`src/rtl/can_filt_pkg.sv`:
```
// constants and types for the acceptance filter control and queue status block
package can_filt_pkg;
	localparam int ADDR_W = 12;
	// register byte addresses
	localparam logic [ADDR_W-1:0] OFS_FILTER_CTRL = 12'h000;
	localparam logic [ADDR_W-1:0] OFS_QUEUE_DIR   = 12'h004;
	localparam logic [ADDR_W-1:0] OFS_IRQ_STATUS  = 12'h008;
	localparam logic [ADDR_W-1:0] OFS_IRQ_CLEAR   = 12'h00c;
	localparam logic [ADDR_W-1:0] OFS_IRQ_ENABLE  = 12'h010;
	localparam logic [ADDR_W-1:0] OFS_QUEUE_FLAGS = 12'h080;
	// field positions inside one filter byte
	localparam int FLT_ON_BIT   = 7;
	localparam int FLT_MASK_LSB = 5;
	localparam int FLT_DEST_LSB = 0;
	// queue flag bit positions
	localparam int TX_HALF_BIT  = 9;
	localparam int TX_EMPTY_BIT = 8;
	localparam int RX_OVFL_BIT  = 3;
	localparam int RX_FULL_BIT  = 2;
	localparam int RX_HALF_BIT  = 1;
	localparam int RX_NEMP_BIT  = 0;
	// reset values
	localparam logic [31:0] RST_FILTER_CTRL = 32'h0000_0000;
	localparam logic [31:0] RST_ZERO        = 32'h0000_0000;
	localparam logic [31:0] UNMAPPED_DATA   = 32'h0000_0000;

	// one filter's settings
	typedef struct packed {
		logic       on;
		logic [1:0] mask_choice;
		logic [4:0] dest_queue;
	} filter_cfg_t;
endpackage : can_filt_pkg

```
`src/rtl/can_filter_fifo_status.sv`:
```
// apb register block: filter control word, per-queue status flags and interrupt
`timescale 1ns/100ps
`default_nettype none
module can_filter_fifo_status
	import can_filt_pkg::*;
#(
	parameter int NQ     = 32,
	parameter int DEPTH  = 8,
	parameter int CNT_W  = 4
)(
	input  wire logic                 pclk,
	input  wire logic                 presetn,
	input  wire logic                 psel,
	input  wire logic                 penable,
	input  wire logic                 pwrite,
	input  wire logic [ADDR_W-1:0]    paddr,
	input  wire logic [31:0]          pwdata,
	input  wire logic [3:0]           pstrb,
	output logic                      pready,
	output logic [31:0]               prdata,
	output logic                      pslverr,
	input  wire logic [NQ-1:0]        push,
	input  wire logic [NQ-1:0]        pop,
	output filter_cfg_t [3:0]         filter_cfg,
	output logic [NQ-1:0]             queue_is_transmit,
	output logic                      irq
);
	logic [31:0]          filter_ctrl;
	logic [NQ-1:0]        rx_ovfl;
	logic [NQ-1:0]        irq_en;
	logic [CNT_W-1:0]     occ [NQ];
	logic [NQ-1:0]        full_v;
	logic [NQ-1:0]        ev_any;
	logic [NQ-1:0]        flagvec;
	logic                 wr;
	logic                 rd;
	logic [31:0]          next_rdata;
	logic                 addr_ok;
	logic [4:0]           qsel;
	logic                 flag_rd;

	localparam logic [CNT_W-1:0] DEPTH_C = CNT_W'(DEPTH);
	localparam logic [CNT_W-1:0] HALF_C  = CNT_W'(DEPTH / 2);

	// register map in byte addresses:
	//   filter control word: four filters, one byte each, highest filter in the top byte
	//   direction word: one bit per queue, set means the queue transmits
	//   overflow status word: one sticky bit per queue, read-only
	//   overflow clear word: write ones to clear status bits, reads zero
	//   interrupt enable word: same layout as the status word
	//   flag words: one per queue, four bytes apart, from the flag base upward
	// bus timing:
	//   the slave never stretches a transfer; pready rises in the first access cycle
	//   read data is captured at the setup edge and stands until the next read
	//   an unmapped address answers with pslverr, reads zero and drops the write
	// filter locking:
	//   a byte whose enable bit is set keeps its mask and queue fields
	//   the enable bit itself stays writable, else software could never unlock it
	//   software is expected to clear the enable before it rewrites the fields
	// queue flags:
	//   level flags are decoded live from the occupancy counter on every read
	//   the side that does not match the direction bit always reads zero
	//   only the overflow flag is latched; it survives a later drain of the queue
	//   a push into a full queue is dropped, and counts as overflow only on receive
	// limitations:
	//   occupancy is counted here, message storage lives elsewhere
	//   a pop on an empty queue is ignored rather than flagged
	//   the interrupt follows status and enable with one cycle of lag
	//   changing a queue's direction does not clear its overflow bit
	//   the counter width must hold the depth itself, not only depth minus one
	//   half is the depth divided by two, rounded down for odd depths

	// access is taken on the access phase; one wait-free cycle
	assign wr   = psel & penable & pwrite;
	assign rd   = psel & penable & ~pwrite;
	assign qsel = paddr[6:2];
	// setup phase of a read aimed at any queue's flag word
	assign flag_rd = psel & ~penable & ~pwrite & (paddr[1:0] == 2'b00)
		& (paddr[ADDR_W-1:7] == OFS_QUEUE_FLAGS[ADDR_W-1:7]);

	// filter control word: a byte only takes new mask and queue bits while its enable is zero
	always_ff @(posedge pclk or negedge presetn)
	begin
		if (!presetn)
			filter_ctrl <= RST_FILTER_CTRL;
		else if (wr && paddr == OFS_FILTER_CTRL)
		begin
			for (int b = 0; b < 4; b++)
				if (pstrb[b] && !filter_ctrl[8*b + FLT_ON_BIT])
					filter_ctrl[8*b +: 8] <= pwdata[8*b +: 8];
				else if (pstrb[b])
					// enabled filter: only the enable bit itself may drop
					filter_ctrl[8*b + FLT_ON_BIT] <= pwdata[8*b + FLT_ON_BIT];
		end
	end

	// decode bytes into per-filter settings for the matching logic
	always_ff @(posedge pclk or negedge presetn)
	begin
		if (!presetn)
			filter_cfg <= '0;
		else
			for (int b = 0; b < 4; b++)
			begin
				filter_cfg[b].on          <= filter_ctrl[8*b + FLT_ON_BIT];
				filter_cfg[b].mask_choice <= filter_ctrl[8*b + FLT_MASK_LSB +: 2];
				filter_cfg[b].dest_queue  <= filter_ctrl[8*b + FLT_DEST_LSB +: 5];
			end
	end

	// direction bits per queue
	always_ff @(posedge pclk or negedge presetn)
	begin
		if (!presetn)
			queue_is_transmit <= RST_ZERO[NQ-1:0];
		else if (wr && paddr == OFS_QUEUE_DIR)
			queue_is_transmit <= pwdata[NQ-1:0];
	end

	// occupancy counters; a push into a full queue is dropped
	always_ff @(posedge pclk or negedge presetn)
	begin
		if (!presetn)
			for (int q = 0; q < NQ; q++)
				occ[q] <= '0;
		else
			for (int q = 0; q < NQ; q++)
			begin
				if ((push[q] && !full_v[q]) && !(pop[q] && occ[q] != '0))
					occ[q] <= occ[q] + CNT_W'(1);
				else if (!(push[q] && !full_v[q]) && pop[q] && occ[q] != '0)
					occ[q] <= occ[q] - CNT_W'(1);
			end
	end

	always_comb
	begin
		for (int q = 0; q < NQ; q++)
			full_v[q] = (occ[q] == DEPTH_C);
	end

	// sticky overflow: set wins over a clear in the same cycle
	always_ff @(posedge pclk or negedge presetn)
	begin
		if (!presetn)
			rx_ovfl <= '0;
		else
			for (int q = 0; q < NQ; q++)
				if (!queue_is_transmit[q] && push[q] && full_v[q])
					rx_ovfl[q] <= 1'b1;
				else if (wr && paddr == OFS_IRQ_CLEAR && pwdata[q])
					rx_ovfl[q] <= 1'b0;
	end

	// interrupt enable register, one bit per queue
	always_ff @(posedge pclk or negedge presetn)
	begin
		if (!presetn)
			irq_en <= RST_ZERO[NQ-1:0];
		else if (wr && paddr == OFS_IRQ_ENABLE)
			irq_en <= pwdata[NQ-1:0];
	end

	always_comb
	begin
		ev_any = rx_ovfl & irq_en;
	end

	always_ff @(posedge pclk or negedge presetn)
	begin
		if (!presetn)
			irq <= 1'b0;
		else
			irq <= |ev_any;
	end

	// live flag word for the addressed queue; direction masks the other side
	always_comb
	begin
		flagvec = '0;
		next_rdata = UNMAPPED_DATA;
		addr_ok = 1'b1;
		if (paddr[ADDR_W-1:7] == OFS_QUEUE_FLAGS[ADDR_W-1:7] && paddr[1:0] == 2'b00)
		begin
			if (queue_is_transmit[qsel])
			begin
				next_rdata[TX_HALF_BIT]  = (occ[qsel] <= HALF_C);
				next_rdata[TX_EMPTY_BIT] = (occ[qsel] == '0);
			end
			else
			begin
				next_rdata[RX_OVFL_BIT]  = rx_ovfl[qsel];
				next_rdata[RX_FULL_BIT]  = full_v[qsel];
				next_rdata[RX_HALF_BIT]  = (occ[qsel] >= HALF_C);
				next_rdata[RX_NEMP_BIT]  = (occ[qsel] != '0);
			end
		end
		else
			unique case (paddr)
				OFS_FILTER_CTRL: next_rdata = filter_ctrl;
				OFS_QUEUE_DIR:   next_rdata[NQ-1:0] = queue_is_transmit;
				OFS_IRQ_STATUS:  next_rdata[NQ-1:0] = rx_ovfl;
				OFS_IRQ_CLEAR:   next_rdata = RST_ZERO;
				OFS_IRQ_ENABLE:  next_rdata[NQ-1:0] = irq_en;
				default:         addr_ok = 1'b0;
			endcase
		flagvec[0] = addr_ok;
	end

	// bus answer: data and error registered, pready raised in the access phase
	always_ff @(posedge pclk or negedge presetn)
	begin
		if (!presetn)
		begin
			pready  <= 1'b0;
			prdata  <= '0;
			pslverr <= 1'b0;
		end
		else
		begin
			pready  <= psel & ~penable;
			pslverr <= psel & ~penable & ~flagvec[0];
			if (psel && !penable && !pwrite)
				prdata <= next_rdata;
		end
	end

	// filter byte held while enabled
	a_cfg_locked: assert property (@(posedge pclk) disable iff (!presetn)
		filter_ctrl[31] && $past(filter_ctrl[31]) |-> filter_ctrl[30:24] == $past(filter_ctrl[30:24]))
		else $error("enabled filter settings changed");
	a_cfg_enable: assert property (@(posedge pclk) disable iff (!presetn)
		##1 filter_cfg[3].on == $past(filter_ctrl[31]))
		else $error("filter enable not decoded");
	a_cfg_mask: assert property (@(posedge pclk) disable iff (!presetn)
		##1 filter_cfg[2].mask_choice == $past(filter_ctrl[22:21]))
		else $error("mask choice misplaced");
	a_cfg_dest: assert property (@(posedge pclk) disable iff (!presetn)
		##1 filter_cfg[3].dest_queue == $past(filter_ctrl[28:24]))
		else $error("destination queue misplaced");
	a_byte_pack: assert property (@(posedge pclk) disable iff (!presetn)
		##1 filter_cfg[2].dest_queue == $past(filter_ctrl[20:16]))
		else $error("filter byte packing wrong");
	a_ovfl_sets: assert property (@(posedge pclk) disable iff (!presetn)
		!queue_is_transmit[0] && push[0] && full_v[0] |=> rx_ovfl[0])
		else $error("overflow not caught");
	a_ovfl_sticky: assert property (@(posedge pclk) disable iff (!presetn)
		rx_ovfl[0] && !(wr && paddr == OFS_IRQ_CLEAR && pwdata[0]) |=> rx_ovfl[0])
		else $error("overflow flag dropped");
	a_full_level: assert property (@(posedge pclk) disable iff (!presetn)
		occ[0] <= DEPTH_C)
		else $error("occupancy beyond capacity");
	a_irq_follow: assert property (@(posedge pclk) disable iff (!presetn)
		|(rx_ovfl & irq_en) |=> irq)
		else $error("interrupt missing");

	// flag word reads, checked for whichever queue the bus addresses
	a_dir_mask: assert property (@(posedge pclk) disable iff (!presetn)
		flag_rd && queue_is_transmit[qsel] |=> prdata[3:0] == 4'h0)
		else $error("receive flags shown on transmit queue");

	a_tx_empty: assert property (@(posedge pclk) disable iff (!presetn)
		flag_rd && queue_is_transmit[qsel] |=> prdata[8] == ($past(occ[qsel]) == '0))
		else $error("transmit empty flag wrong");

	a_tx_half: assert property (@(posedge pclk) disable iff (!presetn)
		flag_rd && queue_is_transmit[qsel] |=> prdata[9] == ($past(occ[qsel]) <= HALF_C))
		else $error("transmit half-empty flag wrong");

	a_rx_mask: assert property (@(posedge pclk) disable iff (!presetn)
		flag_rd && !queue_is_transmit[qsel] |=> prdata[9:8] == 2'b00)
		else $error("transmit flags shown on receive queue");

	a_rx_full: assert property (@(posedge pclk) disable iff (!presetn)
		flag_rd && !queue_is_transmit[qsel] |=> prdata[2] == $past(full_v[qsel]))
		else $error("receive full flag wrong");

	a_rx_ovfl_read: assert property (@(posedge pclk) disable iff (!presetn)
		flag_rd && !queue_is_transmit[qsel] |=> prdata[3] == $past(rx_ovfl[qsel]))
		else $error("receive overflow flag not shown");

	a_rx_nemp: assert property (@(posedge pclk) disable iff (!presetn)
		flag_rd && !queue_is_transmit[qsel] |=> prdata[0] == ($past(occ[qsel]) != '0) && prdata[1] == ($past(occ[qsel]) >= HALF_C))
		else $error("receive level flags wrong");

	a_flag_spare: assert property (@(posedge pclk) disable iff (!presetn)
		flag_rd |=> prdata[31:10] == 22'h0 && prdata[7:4] == 4'h0)
		else $error("spare flag bits not zero");

	// filter bytes: locking, open writes, decoding of the lower filters and of filter 3's mask choice
	a_lock_byte2: assert property (@(posedge pclk) disable iff (!presetn)
		filter_ctrl[23] && $past(filter_ctrl[23]) |-> filter_ctrl[22:16] == $past(filter_ctrl[22:16]))
		else $error("enabled filter settings changed");

	a_lock_byte1: assert property (@(posedge pclk) disable iff (!presetn)
		filter_ctrl[15] && $past(filter_ctrl[15]) |-> filter_ctrl[14:8] == $past(filter_ctrl[14:8]))
		else $error("enabled filter settings changed");

	a_lock_byte0: assert property (@(posedge pclk) disable iff (!presetn)
		filter_ctrl[7] && $past(filter_ctrl[7]) |-> filter_ctrl[6:0] == $past(filter_ctrl[6:0]))
		else $error("enabled filter settings changed");

	a_open_write: assert property (@(posedge pclk) disable iff (!presetn)
		wr && paddr == OFS_FILTER_CTRL && pstrb[3] && !filter_ctrl[31] |=> filter_ctrl[31:24] == $past(pwdata[31:24]))
		else $error("disabled filter ignored a write");

	a_cfg_low: assert property (@(posedge pclk) disable iff (!presetn)
		##1 filter_cfg[1:0] == $past(filter_ctrl[15:0]))
		else $error("lower filter bytes misplaced");

	a_cfg_mask3: assert property (@(posedge pclk) disable iff (!presetn)
		##1 filter_cfg[3].mask_choice == $past(filter_ctrl[30:29]))
		else $error("mask choice misplaced");

	a_cfg_on0: assert property (@(posedge pclk) disable iff (!presetn)
		##1 filter_cfg[0].on == $past(filter_ctrl[7]))
		else $error("filter enable not decoded");

	// a clear with no overflow in the same cycle drops the sticky bit
	a_ovfl_clear: assert property (@(posedge pclk) disable iff (!presetn)
		wr && paddr == OFS_IRQ_CLEAR && pwdata[0] && !(push[0] && full_v[0] && !queue_is_transmit[0]) |=> !rx_ovfl[0])
		else $error("overflow flag not cleared");

	// bus answer and interrupt level
	a_ready_pulse: assert property (@(posedge pclk) disable iff (!presetn)
		pready |=> !pready)
		else $error("pready longer than one cycle");

	a_err_ready: assert property (@(posedge pclk) disable iff (!presetn)
		pslverr |-> pready)
		else $error("pslverr without pready");

	a_irq_drop: assert property (@(posedge pclk) disable iff (!presetn)
		!(|(rx_ovfl & irq_en)) |=> !irq)
		else $error("interrupt without enabled status");
endmodule : can_filter_fifo_status
`default_nettype wire

```
`config.mk`:
```
export PLATFORM = sky130hd
export DESIGN_NAME = can_filter_fifo_status
export DESIGN_NICKNAME = d
export VERILOG_FILES = /design/src/rtl/can_filt_pkg.sv /design/src/rtl/can_filter_fifo_status.sv
export SDC_FILE = /design/constraint.sdc
export NUM_CORES = 1
export LEC_CHECK = 0
export BUFFER_PORTS_ARGS = -buffer_cell sky130_fd_sc_hd__buf_2
export CORE_MARGIN = 5
export CORE_UTILIZATION = 52
export CTS_CLUSTER_DIAMETER = 50
export DETAILED_ROUTE_END_ITERATION = 10
export GPL_ROUTABILITY_DRIVEN = 1
export PLACE_DENSITY_LB_ADDON = 0.08
export SYNTH_ARGS = -nofsm -noshare
export SYNTH_HDL_FRONTEND = slang
export SYNTH_SLANG_ARGS = --single-unit
```
`constraint.sdc`:
```
create_clock -name pclk -period 2.6 [get_ports pclk]
set_input_delay 0.13 -clock pclk [delete_from_list [all_inputs] [get_ports pclk]]
set_output_delay 0.13 -clock pclk [all_outputs]
set_load 0.03 [all_outputs]
```
==> results.json <==
{
  "status": "finished clean",
  "hpwl_mm": 44.76,
  "avgRoutedWirePerCell_um": 22.32,
  "grt_max_degree": 86,
  "portBuffers": 215,
  "cts_tree": "done",
  "critPathCaptureType": "flop",
  "grt_pass1_wl_mm": 94.70,
  "worst_hold_path_type": "in2reg",
  "drv_slew": 0,
  "tns_ns": 0,
  "multi_input_area_um2": 10870,
  "r2r_setup_slack_ns": 0.09,
  "worstSkewPairLatency_ns": 0.57,
  "crit_required_ns": 3.04,
  "viasPerCell": 6.109,
  "num_rows": 70,
  "antenna_found_initial": 1,
  "area_delta_synth_final_pct": 28.33,
  "synth_enable_flop_cells": 0,
  "drtIter0Drc": 1540,
  "critPathMaxFanout": 5,
  "setup_viol": 0,
  "cp-startpoint": "occ[122]$_DFFE_PN0P_",
  "regArea_um2": 8085,
  "netlist.top_cell.by_area": "dfrtp_1",
  "final_area_um2": 24520,
  "relSlewSlack_pct": 48.57,
  "reg2reg_depth": 10,
  "grt-ovfl-total": 0,
  "die_area_um2": 40680,
  "ys_seq_elements": 323,
  "fillers": 2833,
  "syn_inst": 1760,
  "syn_avg_cell_area_um2": 10.86,
  "crit_chain": "or3_1 -> or2_2 -> nand3_1 -> ha_1 -> a21o_1 -> a21oi_2 -> buf_4 -> mux2i_1 -> a22oi_1 -> o21ai_0",
  "finalCriticalPeriod_ns": 2.505,
  "fin_skew_ns": 0.01716,
  "startpoint_type": "flop",
  "ys_warn_count": 0,
  "slowest_stage": "dfrtp_1",
  "fmax_mhz": 399.2,
  "ios": 216,
  "crit_buf_inv": 1,
  "gp_congestion": 0.9117,
  "ys_seq_area_share_pct": 42.30,
  "nets": 2430,
  "maxCapViolCount": 0,
  "cpPeakStageDelay_ns": 0.43,
  "dieWidth_um": 201.7,
  "core_um2": 36430,
  "critical_path_class": "reg2reg",
  "cp-endpoint": "occ[123]$_DFFE_PN0P_",
  "die_h_um": 201.7,
  "min_period_over_period_pct": 96.36,
  "synthArstFlopShare_pct": 100.0,
  "yosysMostFrequentCell": "dfrtp_1",
  "worstPathArrival_ns": 2.95,
  "ys_types": 67,
  "ctsHtreeMaxLevel": 2,
  "crit_cells": 10,
  "syn_nets": 1973,
  "r2r-end": "occ[123]$_DFFE_PN0P_",
  "grt_pass1_vias": 16540,
  "worstReg2RegStart": "occ[122]$_DFFE_PN0P_",
  "synth_top_area_share_pct": 42.30,
  "clockBufferDepth": 3,
  "start_util_pct": 52.45,
  "path_clk_slew_ns": 0.06,
  "synth_commonest_cells": "dfrtp_1, o21ai_0, mux2_2, nand2_1, a21oi_1",
  "critPathTopFamily": "simple AND/OR/NAND/NOR gates",
  "grt_use_total_pct": 29.36,
  "drive_above_1_share_pct": 31.30,
  "tightest_slew_ns": 0.7715,
  "synth_ff_type": "dfrtp_1",
  "synth.top_cells.by_area": "dfrtp_1, mux2_2, mux4_2",
  "postCtsSetupBuffers": 0,
  "peakVddDrop_v": 0.0006141,
  "cts_buffers": 41,
  "p_leak_nw": 11.21,
  "synth.cell_area_um2": 19110,
  "cellPowerDensity_nw_per_um2": 967.0,
  "holdWs_ns": 0.01996,
  "first_pass_iters": 6,
  "clkSinkCount": 323,
  "root_buffer": "clkbuf_16",
  "totalWireLength_mm": 60.67,
  "finalHoldViolCount": 0,
  "via_count": 16610,
  "finalPower_mw": 23.71,
  "placed_cell_area_um2": 21850,
  "drc_errors": 0,
  "ant_nets": 0
}
[metal layers]
| layer | track usage [%] | up-vias | part of all wire [%] |
|---|---|---|---|
| li1 | - | 7594 | - |
| met1 | 41.03 | 8212 | 43 |
| met2 | 46.11 | 680 | 46 |
| met3 | 6.769 | 119 | 8.4 |
| met4 | 8.813 | 0 | 3.1 |
| met5 | 0 | - | 0 |
[placed cells by master (no fill, tap or decap), types with 9 or more instances in the layout]
cell	n
inv_1	39
buf_12	16
or3_1	33
a32o_1	11
mux4_2	38
a22oi_1	89
fa_1	32
nand3_1	42
a221oi_1	10
ha_1	64
nor4b_1	9
a21o_1	73
xnor2_1	32
mux2i_1	45
nor3_1	15
o21ai_0	161
clkbuf_16	43
a21oi_2	21
nor2_1	68
a22o_1	10
or2_2	20
nor3b_1	56
o22ai_1	26
buf_4	130
xor2_1	32
nand2_1	130
buf_2	213
a21oi_1	69
nand3_2	11
mux2_2	151
dlygate4sd3_1	102
dfrtp_1	321
[worst min-delay path, delay by kind of cell]
family / cells / cell delay (ns)
AO/OA/AOI/OAI: 2 / 0.20
buffers and inverters: 1 / 0.13
AND/OR/NAND/NOR: 1 / 0.07
[sequential cells by signal, indices dropped and copies added (netlist names)]
register,cells
pslverr,1
filter_cfg,32
prdata,32
filter_ctrl,32
queue_is_transmit,32
rx_ovfl,32
irq,1
pready,1
irq_en,32
occ,128
[logic make-up after synthesis]
family	Yosys count	synth area share [%]
compound gates	512	16.93
simple gates	443	12.41
flops	323	42.30
mux	235	15.79
fa+ha+maj	96	7.543
buf+inv	87	2.089
xor+xnor	64	2.933
[layout make-up]
type	instances	share of cell area (%)
multi-input combinational	1350	44.34
sequential	323	32.97
timing repair buffer	462	13.86
clock buffer	54	4.679
tap	468	2.388
clock inverter	21	1.158
inverter	39	0.5970
antenna	1	0.01021
[power breakdown]
| group | switching [mW] | internal [mW] |
|---|---|---|
| clock | 2.30 | 3.73 |
| combinational | 4.95 | 5.18 |
| sequential | 1.32 | 6.24 |
[worst min path at each step]
stage	startpoint	end	slack, ns	cells past startpoint
after floorplan	presetn	filter_cfg[0]$_DFF_PN0_	-0.17	0
after global placement	presetn	occ[109]$_DFFE_PN0P_	0.22	1
after detailed placement	presetn	occ[108]$_DFFE_PN0P_	0.21	1
after CTS	pop[11]	occ[83]$_DFFE_PN0P_	0.0005	4
after global routing	pop[10]	occ[87]$_DFFE_PN0P_	0.05	4
final	pop[11]	occ[83]$_DFFE_PN0P_	0.02	4
[per-stage QoR]
stage               instances  setup slack (ns)  utilization (%)
global route             2717          -0.01205            67.29
CTS                      2717          0.008721            66.70
finish                   2718           0.09469            67.30
floorplan                1760            0.1197                -
detailed placement       2540          -0.02872            59.96
global placement         2540           0.09647            59.96
[timing repair]
item,CTS,global route
hold buffers,102,0
pin swaps,0,1
cloned,0,0
setup endpoints to repair,1,30
gates resized for setup,1,49
endpoints found under the hold margin,235,0
No activity file was read; power rests on OpenSTA's default activity.
